===== config.mk =====
export PLATFORM = sky130hd
export DESIGN_NAME = gpx_top
export DESIGN_NICKNAME = d
export VERILOG_FILES = /design/src/inc/gpx_pkg.sv /design/src/inc/gpx_if.sv /design/src/hw/gpx_pin_bank.sv /design/src/hw/gpx_irq_latch.sv /design/src/hw/gpx_top.sv
export SDC_FILE = /design/constraint.sdc
export NUM_CORES = 1
export LEC_CHECK = 0
export BUFFER_PORTS_ARGS = -buffer_cell sky130_fd_sc_hd__clkbuf_2
export CAP_MARGIN = 20
export CORE_ASPECT_RATIO = 1.5
export CORE_MARGIN = 1
export CORE_UTILIZATION = 57
export DETAILED_ROUTE_END_ITERATION = 10
export PLACE_DENSITY = 0.94
export REMOVE_ABC_BUFFERS = 1
export SLEW_MARGIN = 20
export SYNTH_ARGS = -nofsm -noshare
export SYNTH_HDL_FRONTEND = slang
export SYNTH_SLANG_ARGS = --single-unit

===== constraint.sdc =====
create_clock -name clock -period 3.6 [get_ports clock]
set_clock_uncertainty 0.05 [all_clocks]
set_input_delay 0.54 -clock clock [delete_from_list [all_inputs] [get_ports clock]]
set_output_delay 0.54 -clock clock [all_outputs]
set_load 0.02 [all_outputs]

===== src/inc/gpx_pkg.sv =====
// Constants and helpers shared by the GPIO port with external interrupts
`default_nettype none
package gpx_pkg;
    // ************************************************************
    // Widths
    // ************************************************************
    localparam int PA_W = 8;
    localparam int PB_W = 7;
    localparam int NVEC = 2;
    localparam int VEC_A = 0;
    localparam int VEC_B = 1;
    // ************************************************************
    // Register offsets
    // ************************************************************
    localparam logic [7:0] OFS_PA_DATA = 8'h00;
    localparam logic [7:0] OFS_PA_DIR = 8'h01;
    localparam logic [7:0] OFS_PA_OPT = 8'h02;
    localparam logic [7:0] OFS_PB_DATA = 8'h03;
    localparam logic [7:0] OFS_PB_DIR = 8'h04;
    localparam logic [7:0] OFS_PB_OPT = 8'h05;
    localparam logic [7:0] OFS_EDGE_SENS = 8'h06;
    localparam logic [7:0] OFS_SRC_SEL = 8'h07;
    // ************************************************************
    // Reset values
    // ************************************************************
    localparam logic [7:0] RST_PA_DATA = 8'hff;
    localparam logic [7:0] RST_PA_DIR = 8'h00;
    localparam logic [7:0] RST_PA_OPT = 8'h40;
    localparam logic [7:0] RST_PB_DATA = 8'hff;
    localparam logic [7:0] RST_PB_DIR = 8'h00;
    localparam logic [7:0] RST_PB_OPT = 8'h00;
    localparam logic [1:0] RST_EDGE_SENS = 2'h0;
    localparam logic [1:0] RST_SRC_SEL = 2'h0;
    localparam logic [7:0] RD_IDLE = 8'h00;

    // Pad driver enable: open drain releases on a one
    function automatic logic gpx_pad_oe(input logic dir, input logic opt, input logic data);
        return dir & (opt | ~data);
    endfunction : gpx_pad_oe
endpackage : gpx_pkg
`default_nettype wire


===== src/inc/gpx_if.sv =====
// Interfaces between the port controller, the pin banks and the request latches
`default_nettype none
interface gpx_bank_if #(parameter int W = 8);
    logic [W-1:0] data;
    logic [W-1:0] dir;
    logic [W-1:0] opt;
    logic [W-1:0] read_val;
    logic src_en;
    logic rise_sel;
    logic evt;
    modport ctrl (output data, dir, opt, src_en, rise_sel, input read_val, evt);
    modport bank (input data, dir, opt, src_en, rise_sel, output read_val, evt);
endinterface : gpx_bank_if

interface gpx_irq_if;
    logic [gpx_pkg::NVEC-1:0] evt;
    logic [gpx_pkg::NVEC-1:0] fetch;
    logic [gpx_pkg::NVEC-1:0] pend;
    logic clr_all;
    modport ctrl (output evt, fetch, clr_all, input pend);
    modport latch (input evt, fetch, clr_all, output pend);
endinterface : gpx_irq_if
`default_nettype wire


===== src/hw/gpx_pin_bank.sv =====
// Pin bank: synchronisers, pad drive, read mux and edge detection
`default_nettype none
module gpx_pin_bank #(parameter int W = 8)
(
    // Clock and reset
    input wire logic clock,
    input wire logic resetn,
    // Configuration and results
    gpx_bank_if.bank bus,
    // Pads
    input wire logic [W-1:0] pin_in,
    output logic [W-1:0] pin_out,
    output logic [W-1:0] pin_oe,
    output logic [W-1:0] pin_pull,
    // Alternate function
    input wire logic [W-1:0] alt_oe,
    input wire logic [W-1:0] alt_out,
    output logic [W-1:0] alt_in
);
    import gpx_pkg::*;

    logic [W-1:0] meta_r, meta_nxt, sync_r, sync_nxt, prev_r, prev_nxt;
    logic [W-1:0] edge_hit;

    // ************************************************************
    // Synchroniser and edge history
    // ************************************************************
    always_comb
    begin
        meta_nxt = pin_in;
        sync_nxt = meta_r;
        prev_nxt = sync_r;
    end

    always_ff @(posedge clock or negedge resetn)
    begin
        if (!resetn)
        begin
            meta_r <= '0;
            sync_r <= '0;
            prev_r <= '0;
        end
        else
        begin
            meta_r <= meta_nxt;
            sync_r <= sync_nxt;
            prev_r <= prev_nxt;
        end
    end

    // ************************************************************
    // Per-pin logic
    // ************************************************************
    for (genvar i = 0; i < W; i++)
    begin : g_pin
        // Peripheral output wins over port programming
        assign pin_oe[i] = alt_oe[i] | gpx_pad_oe(bus.dir[i], bus.opt[i], bus.data[i]);
        assign pin_out[i] = alt_oe[i] ? alt_out[i] : bus.data[i];
        assign pin_pull[i] = ~alt_oe[i] & ~bus.dir[i] & bus.opt[i];
        assign bus.read_val[i] = alt_oe[i] ? (bus.dir[i] ? sync_r[i] : alt_out[i])
                                           : (bus.dir[i] ? bus.data[i] : sync_r[i]);
        assign alt_in[i] = bus.dir[i] ? bus.data[i] : sync_r[i];
        assign edge_hit[i] = ~alt_oe[i] & ~bus.dir[i] & bus.opt[i] & bus.src_en
                             & (bus.rise_sel ? (sync_r[i] & ~prev_r[i])
                                             : (~sync_r[i] & prev_r[i]));
    end

    assign bus.evt = |edge_hit;
endmodule : gpx_pin_bank
`default_nettype wire


===== src/hw/gpx_irq_latch.sv =====
// Pending request latches of the external interrupt vectors
`default_nettype none
module gpx_irq_latch
(
    // Clock and reset
    input wire logic clock,
    input wire logic resetn,
    // Events, fetches and pending state
    gpx_irq_if.latch lt
);
    import gpx_pkg::*;

    logic [NVEC-1:0] pend_r, pend_nxt;

    // ************************************************************
    // Set wins over fetch and global clear
    // ************************************************************
    always_comb
    begin
        pend_nxt = lt.evt | (pend_r & ~lt.fetch & ~{NVEC{lt.clr_all}});
    end

    always_ff @(posedge clock or negedge resetn)
    begin
        if (!resetn)
            pend_r <= '0;
        else
            pend_r <= pend_nxt;
    end

    assign lt.pend = pend_r;
endmodule : gpx_irq_latch
`default_nettype wire


===== src/hw/gpx_top.sv =====
// GPIO ports A and B with external interrupt requests and alternate functions
//
// The address-and-strobe port and the placing of the registers were decided locally.
`default_nettype none
module gpx_top
(
    // Clock and reset
    input wire logic clock,
    input wire logic resetn,
    // Register port
    input wire logic [7:0] reg_addr,
    input wire logic [7:0] reg_wdata,
    input wire logic reg_wr,
    input wire logic reg_rd,
    output logic [7:0] reg_rdata,
    // Port A pads
    input wire logic [gpx_pkg::PA_W-1:0] port_a_pins_in,
    output logic [gpx_pkg::PA_W-1:0] port_a_pins_out,
    output logic [gpx_pkg::PA_W-1:0] port_a_pins_oe,
    output logic [gpx_pkg::PA_W-1:0] port_a_pins_pull,
    // Port A alternate functions
    input wire logic [gpx_pkg::PA_W-1:0] pa_alt_oe,
    input wire logic [gpx_pkg::PA_W-1:0] pa_alt_out,
    output logic [gpx_pkg::PA_W-1:0] pa_alt_in,
    // Port B pads
    input wire logic [gpx_pkg::PB_W-1:0] port_b_pins_in,
    output logic [gpx_pkg::PB_W-1:0] port_b_pins_out,
    output logic [gpx_pkg::PB_W-1:0] port_b_pins_oe,
    output logic [gpx_pkg::PB_W-1:0] port_b_pins_pull,
    // Port B alternate functions
    input wire logic [gpx_pkg::PB_W-1:0] pb_alt_oe,
    input wire logic [gpx_pkg::PB_W-1:0] pb_alt_out,
    output logic [gpx_pkg::PB_W-1:0] pb_alt_in,
    // CPU interrupt side
    input wire logic condition_code_reg_i_mask,
    input wire logic [gpx_pkg::NVEC-1:0] vec_fetch,
    output logic [gpx_pkg::NVEC-1:0] ext_irq_req,
    output logic wake_req
);
    import gpx_pkg::*;

    logic [PA_W-1:0] pa_pin_data_latch_r, pa_pin_data_latch_nxt;
    logic [PA_W-1:0] pa_dir_r, pa_dir_nxt, pa_opt_r, pa_opt_nxt;
    logic [PB_W-1:0] pb_pin_data_latch_r, pb_pin_data_latch_nxt;
    logic [PB_W-1:0] pb_dir_r, pb_dir_nxt, pb_opt_r, pb_opt_nxt;
    logic [1:0] edge_sensitivity_control_r, edge_sensitivity_control_nxt;
    logic [1:0] irq_source_select_r, irq_source_select_nxt;
    logic [7:0] rdata_r, rdata_nxt;

    gpx_bank_if #(.W(PA_W)) pa_bus ();
    gpx_bank_if #(.W(PB_W)) pb_bus ();
    gpx_irq_if irq ();

    // ************************************************************
    // Register writes
    // ************************************************************
    always_comb
    begin
        pa_pin_data_latch_nxt = pa_pin_data_latch_r;
        pa_dir_nxt = pa_dir_r;
        pa_opt_nxt = pa_opt_r;
        pb_pin_data_latch_nxt = pb_pin_data_latch_r;
        pb_dir_nxt = pb_dir_r;
        pb_opt_nxt = pb_opt_r;
        edge_sensitivity_control_nxt = edge_sensitivity_control_r;
        irq_source_select_nxt = irq_source_select_r;
        if (reg_wr)
        begin
            unique case (reg_addr)
                OFS_PA_DATA: pa_pin_data_latch_nxt = reg_wdata;
                OFS_PA_DIR: pa_dir_nxt = reg_wdata;
                OFS_PA_OPT: pa_opt_nxt = reg_wdata;
                OFS_PB_DATA: pb_pin_data_latch_nxt = reg_wdata[PB_W-1:0];
                OFS_PB_DIR: pb_dir_nxt = reg_wdata[PB_W-1:0];
                OFS_PB_OPT: pb_opt_nxt = reg_wdata[PB_W-1:0];
                OFS_EDGE_SENS: edge_sensitivity_control_nxt = reg_wdata[1:0];
                OFS_SRC_SEL: irq_source_select_nxt = reg_wdata[1:0];
                default: ;
            endcase
        end
    end

    // ************************************************************
    // Register reads, data valid one cycle after the strobe
    // ************************************************************
    always_comb
    begin
        rdata_nxt = RD_IDLE;
        if (reg_rd)
        begin
            unique case (reg_addr)
                OFS_PA_DATA: rdata_nxt = pa_bus.read_val;
                OFS_PA_DIR: rdata_nxt = pa_dir_r;
                OFS_PA_OPT: rdata_nxt = pa_opt_r;
                OFS_PB_DATA: rdata_nxt = {1'b0, pb_bus.read_val};
                OFS_PB_DIR: rdata_nxt = {1'b0, pb_dir_r};
                OFS_PB_OPT: rdata_nxt = {1'b0, pb_opt_r};
                OFS_EDGE_SENS: rdata_nxt = {6'h00, edge_sensitivity_control_r};
                OFS_SRC_SEL: rdata_nxt = {6'h00, irq_source_select_r};
                default: rdata_nxt = RD_IDLE;
            endcase
        end
    end

    always_ff @(posedge clock or negedge resetn)
    begin
        if (!resetn)
        begin
            pa_pin_data_latch_r <= RST_PA_DATA;
            pa_dir_r <= RST_PA_DIR;
            pa_opt_r <= RST_PA_OPT;
            pb_pin_data_latch_r <= RST_PB_DATA[PB_W-1:0];
            pb_dir_r <= RST_PB_DIR[PB_W-1:0];
            pb_opt_r <= RST_PB_OPT[PB_W-1:0];
            edge_sensitivity_control_r <= RST_EDGE_SENS;
            irq_source_select_r <= RST_SRC_SEL;
            rdata_r <= RD_IDLE;
        end
        else
        begin
            pa_pin_data_latch_r <= pa_pin_data_latch_nxt;
            pa_dir_r <= pa_dir_nxt;
            pa_opt_r <= pa_opt_nxt;
            pb_pin_data_latch_r <= pb_pin_data_latch_nxt;
            pb_dir_r <= pb_dir_nxt;
            pb_opt_r <= pb_opt_nxt;
            edge_sensitivity_control_r <= edge_sensitivity_control_nxt;
            irq_source_select_r <= irq_source_select_nxt;
            rdata_r <= rdata_nxt;
        end
    end

    assign reg_rdata = rdata_r;

    // ************************************************************
    // Pin banks
    // ************************************************************
    assign pa_bus.data = pa_pin_data_latch_r;
    assign pa_bus.dir = pa_dir_r;
    assign pa_bus.opt = pa_opt_r;
    assign pa_bus.src_en = irq_source_select_r[VEC_A];
    assign pa_bus.rise_sel = edge_sensitivity_control_r[VEC_A];
    assign pb_bus.data = pb_pin_data_latch_r;
    assign pb_bus.dir = pb_dir_r;
    assign pb_bus.opt = pb_opt_r;
    assign pb_bus.src_en = irq_source_select_r[VEC_B];
    assign pb_bus.rise_sel = edge_sensitivity_control_r[VEC_B];

    gpx_pin_bank #(.W(PA_W)) u_pa
    (
        .clock(clock),
        .resetn(resetn),
        .bus(pa_bus.bank),
        .pin_in(port_a_pins_in),
        .pin_out(port_a_pins_out),
        .pin_oe(port_a_pins_oe),
        .pin_pull(port_a_pins_pull),
        .alt_oe(pa_alt_oe),
        .alt_out(pa_alt_out),
        .alt_in(pa_alt_in)
    );

    gpx_pin_bank #(.W(PB_W)) u_pb
    (
        .clock(clock),
        .resetn(resetn),
        .bus(pb_bus.bank),
        .pin_in(port_b_pins_in),
        .pin_out(port_b_pins_out),
        .pin_oe(port_b_pins_oe),
        .pin_pull(port_b_pins_pull),
        .alt_oe(pb_alt_oe),
        .alt_out(pb_alt_out),
        .alt_in(pb_alt_in)
    );

    // ************************************************************
    // External interrupt requests
    // ************************************************************
    assign irq.evt = {pb_bus.evt, pa_bus.evt};
    assign irq.fetch = vec_fetch;
    // Only a real change of the selection flushes pending requests
    assign irq.clr_all = reg_wr && (reg_addr == OFS_EDGE_SENS)
                         && (reg_wdata[1:0] != edge_sensitivity_control_r);

    gpx_irq_latch u_irq
    (
        .clock(clock),
        .resetn(resetn),
        .lt(irq.latch)
    );

    // Masked by the CPU's global interrupt bit; also the wake source
    assign ext_irq_req = irq.pend & ~{NVEC{condition_code_reg_i_mask}};
    assign wake_req = |ext_irq_req;
endmodule : gpx_top
`default_nettype wire


==> flow_summary.ini <==
[power_and_ir_drop]
p_leak_nw = 3.00
internal-power_w = 0.00193
swShare_pct = 25.7
peakVddDrop_v = 0.000403
p_switching_w = 0.000668
combPwrFrac_pct = 12.6
sequentialPowerShare_pct = 49.7
power_density_mw_per_mm2 = 411
clkPwrFrac_pct = 37.8

[timing]
hold_viol = 0
max_slew_margin_pct = 42.4
finalMaxSlewViolations = 0
fin_ws_ns = 1.43
final.setup.tns_ns = 0
period_minus_slack_ns = 2.17
worst_pin_slew_ns = 0.864
rsz0062_at_grt = no
fmax_mhz = 461
period_share_pct = 60.3
finalSetupViolCount = 0

[grt]
antenna_found_initial = 0
grt_pass1_vias = 4059
grt.overflow.total = 0
grt_start_max_net_pins = 70
grt_use_total_pct = 29.6
grt_pass1_wl_um = 20800

[detailed_routing]
wl_um = 13600
first_pass_iters = 4
routed_via_density = 6.12
wire_per_inst_um = 19.8
drt_iter0_markers = 214
dr_total_vias = 4193
final_antenna_net_count = 0
drc_errors = 0

[cells_and_area]
regArea_mm2 = 0.00262
diodes = 0
area_growth_pct = 19.7
fin_nets = 638
n_fill_cell = 629
multiInputGateArea_mm2 = 0.00255
layout-drive-gt1-share_pct = 46.3

[synth]
synth.area.top_cells = dfrtp_1, mux2_2, dfstp_2
synth_cell_types = 56
yosys.area.top_type = dfrtp_1
syn_inst = 433
syn_area_per_cell_um2 = 12.2
synth_area_mm2 = 0.00529
async_reset_ff_share_pct = 100
yosysSeqAreaShare_pct = 49.6
yosys_warnings = 0
synth_edf_count = 0
yosys.area.top_type_share_pct = 41.6
ys_ff_latch = 104
synth-main-ff-cell = dfrtp_1

[placed_design]
portBuffers = 138
dp_hpwl_um = 10100
dp_slack_ns = 1.10
place_congestion = 0.902

[floorplanning]
start_util_pct = 59.2
ios = 139
rows = 42
die_area_mm2 = 0.00968
die_h_um = 120
die_width_um = 80.7
core-area_mm2 = 0.00893

[setup_path]
cpLargestDelayFamily = flip-flops
critPathBufInv = 1
cpMaxStageDelayCell = dfstp_2
required_ns = 3.01
path_max_fanout = 4
max_stage_delay_ns = 0.57
crit_path_start_kind = flip-flop
cp.arrival_ns = 1.58
crit_path_end_kind = output pin
path_class = reg2out
crit_chain = nor3b_1 -> clkbuf_2

[clock_network]
cts-root-buf = clkbuf_16
post_cts_resized = 0
cts_buffers = 9
clock_sink_count = 104
cts-htree-levels = 3
holdBufCountCts = 0
clk-insertion-delay-late_ns = 0.35
tritoncts = yes
cts_buffer_depth = 2
cts_setup_buffers = 0
clk_pin_slew_ns = 0.06

[status]
status = completed

[job]
max_cap_viol_count = 0

[min_path]
hold_path.class = in2async
==> cell type report <==
cell class | count | share of cell area [%]
clock buffer | 12 | 3.89
clock inverter | 4 | 0.869
inverter | 3 | 0.178
multi-input combinational | 312 | 40.3
sequential | 104 | 41.4
tap | 110 | 2.17
timing repair buffer | 140 | 11.2
==> cells by family after synthesis <==
| family | count (synthesis) | synth area share, % |
|---|---|---|
| buffers and inverters | 17 | 2.18 |
| DFF | 104 | 49.6 |
| AOI/OAI and AO/OA | 85 | 11.3 |
| xor gates and xnor gates | 3 | 0.497 |
| muxes | 103 | 21.7 |
| and+or+nand+nor | 121 | 14.8 |
==> power by group through the flow <==
stage | Clock, W | Sequential [W] | Combinational, W
6_report | 0.000982 | 0.00129 | 0.000328
4_1_cts | 0.00100 | 0.00129 | 0.000330
3_5_place_dp | 0 | 0.00131 | 0.000327
2_1_floorplan | 0 | 0.00129 | 0.000197
3_3_place_gp | 0 | 0.00130 | 0.000318
5_1_grt | 0.00105 | 0.00130 | 0.000354
==> synth_stat cells (all sizes together), types with 2 or more instances <==
library cell  count
xnor2             2
a31oi             4
nor2b             7
mux2i            22
inv               3
buf               9
a211oi            7
nand2            27
and2              3
a21oi            13
a22oi             8
nand3             6
o21ai             6
a22o              5
a21o             17
nand3b           10
o2bb2ai           2
nor3b            17
nand4             3
dfrtp            88
nand2b           29
o211ai            4
o22ai            10
nor3              5
mux2             80
and2b             2
and3              2
dfstp            16
a211o             2
clkbuf            5
nor2              5
==> stage by stage <==
step	hold slack [ns]	power, W	cells	cell area (um2)	utilization (%)
floorplan	0.194	0.00148	419	5190	-
finish	0.230	0.00260	685	6330	70.9
global placement	0.282	0.00162	669	6030	67.5
CTS	0.227	0.00262	685	6330	70.9
detailed placement	0.286	0.00164	669	6030	67.5
global route	0.231	0.00270	685	6330	70.9
==> per-layer routing <==
layer | vias to the layer above | GRT usage, % | share of wire [%] | wire length (um)
met1 | 2109 | 34.8 | 37 | 4990
met5 | - | 0 | 0 | 0
li1 | 1885 | - | - | -
met2 | 159 | 49.8 | 54 | 7380
met3 | 40 | 4.03 | 4.5 | 608
met4 | 0 | 18.9 | 4.3 | 586
==> sequential cells by signal, indices dropped and copies added, names as in the netlist, 7 cells and up <==
register,flops
u_pb.prev_r,7
pa_bus.dir,8
pa_bus.data,8
u_pa.prev_nxt,8
reg_rdata,8
pb_bus.data,7
pb_bus.opt,7
u_pb.prev_nxt,7
pa_bus.opt,8
u_pb.meta_r,7
u_pa.prev_r,8
u_pa.meta_r,8
pb_bus.dir,7
==> worst paths after layout <==
path | start | to | slack (ns) | cells after the start
worst min register to register | u_pa.meta_r[0] | u_pa.prev_nxt[0] | 0.30 | 0
worst min-delay path | resetn | u_pa.meta_r[7] | 0.23 | 1
worst max register to register | edge_sensitivity_control_r[0] | u_irq.lt.pend[0] | 1.76 | 4
min in group clock | port_b_pins_in[4] | u_pb.meta_r[4] | 0.24 | 1
worst max-delay path | pa_bus.opt[6] | port_a_pins_pull[6] | 1.43 | 2
max in group asynchronous | resetn | pb_bus.data[0] | 2.40 | 2
==> worst register-to-register path, cell delays in order (launching register included) <==
cell and delay (ns):
dfrtp_1 0.77, o22ai_1 0.18, a22oi_1 0.32, nand4_1 0.24, o2bb2ai_1 0.18
==> cells in the final DEF, fill, tap and decap left out, drive strengths merged, types with 4 or more instances in the layout <==
| cell type | count |
|---|---|
| clkbuf | 149 |
| dfrtp | 88 |
| mux2 | 80 |
| nand2b | 29 |
| nand2 | 27 |
| mux2i | 22 |
| nor3b | 17 |
| a21o | 17 |
| dfstp | 16 |
| a21oi | 13 |
| o22ai | 10 |
| nand3b | 10 |
| a22oi | 8 |
| nor2b | 7 |
| a211oi | 7 |
| o21ai | 6 |
| nand3 | 6 |
| nor2 | 5 |
| nor3 | 5 |
| a22o | 5 |
| o211ai | 4 |
| a31oi | 4 |
Note: power is estimated with default switching activity, not from simulation.
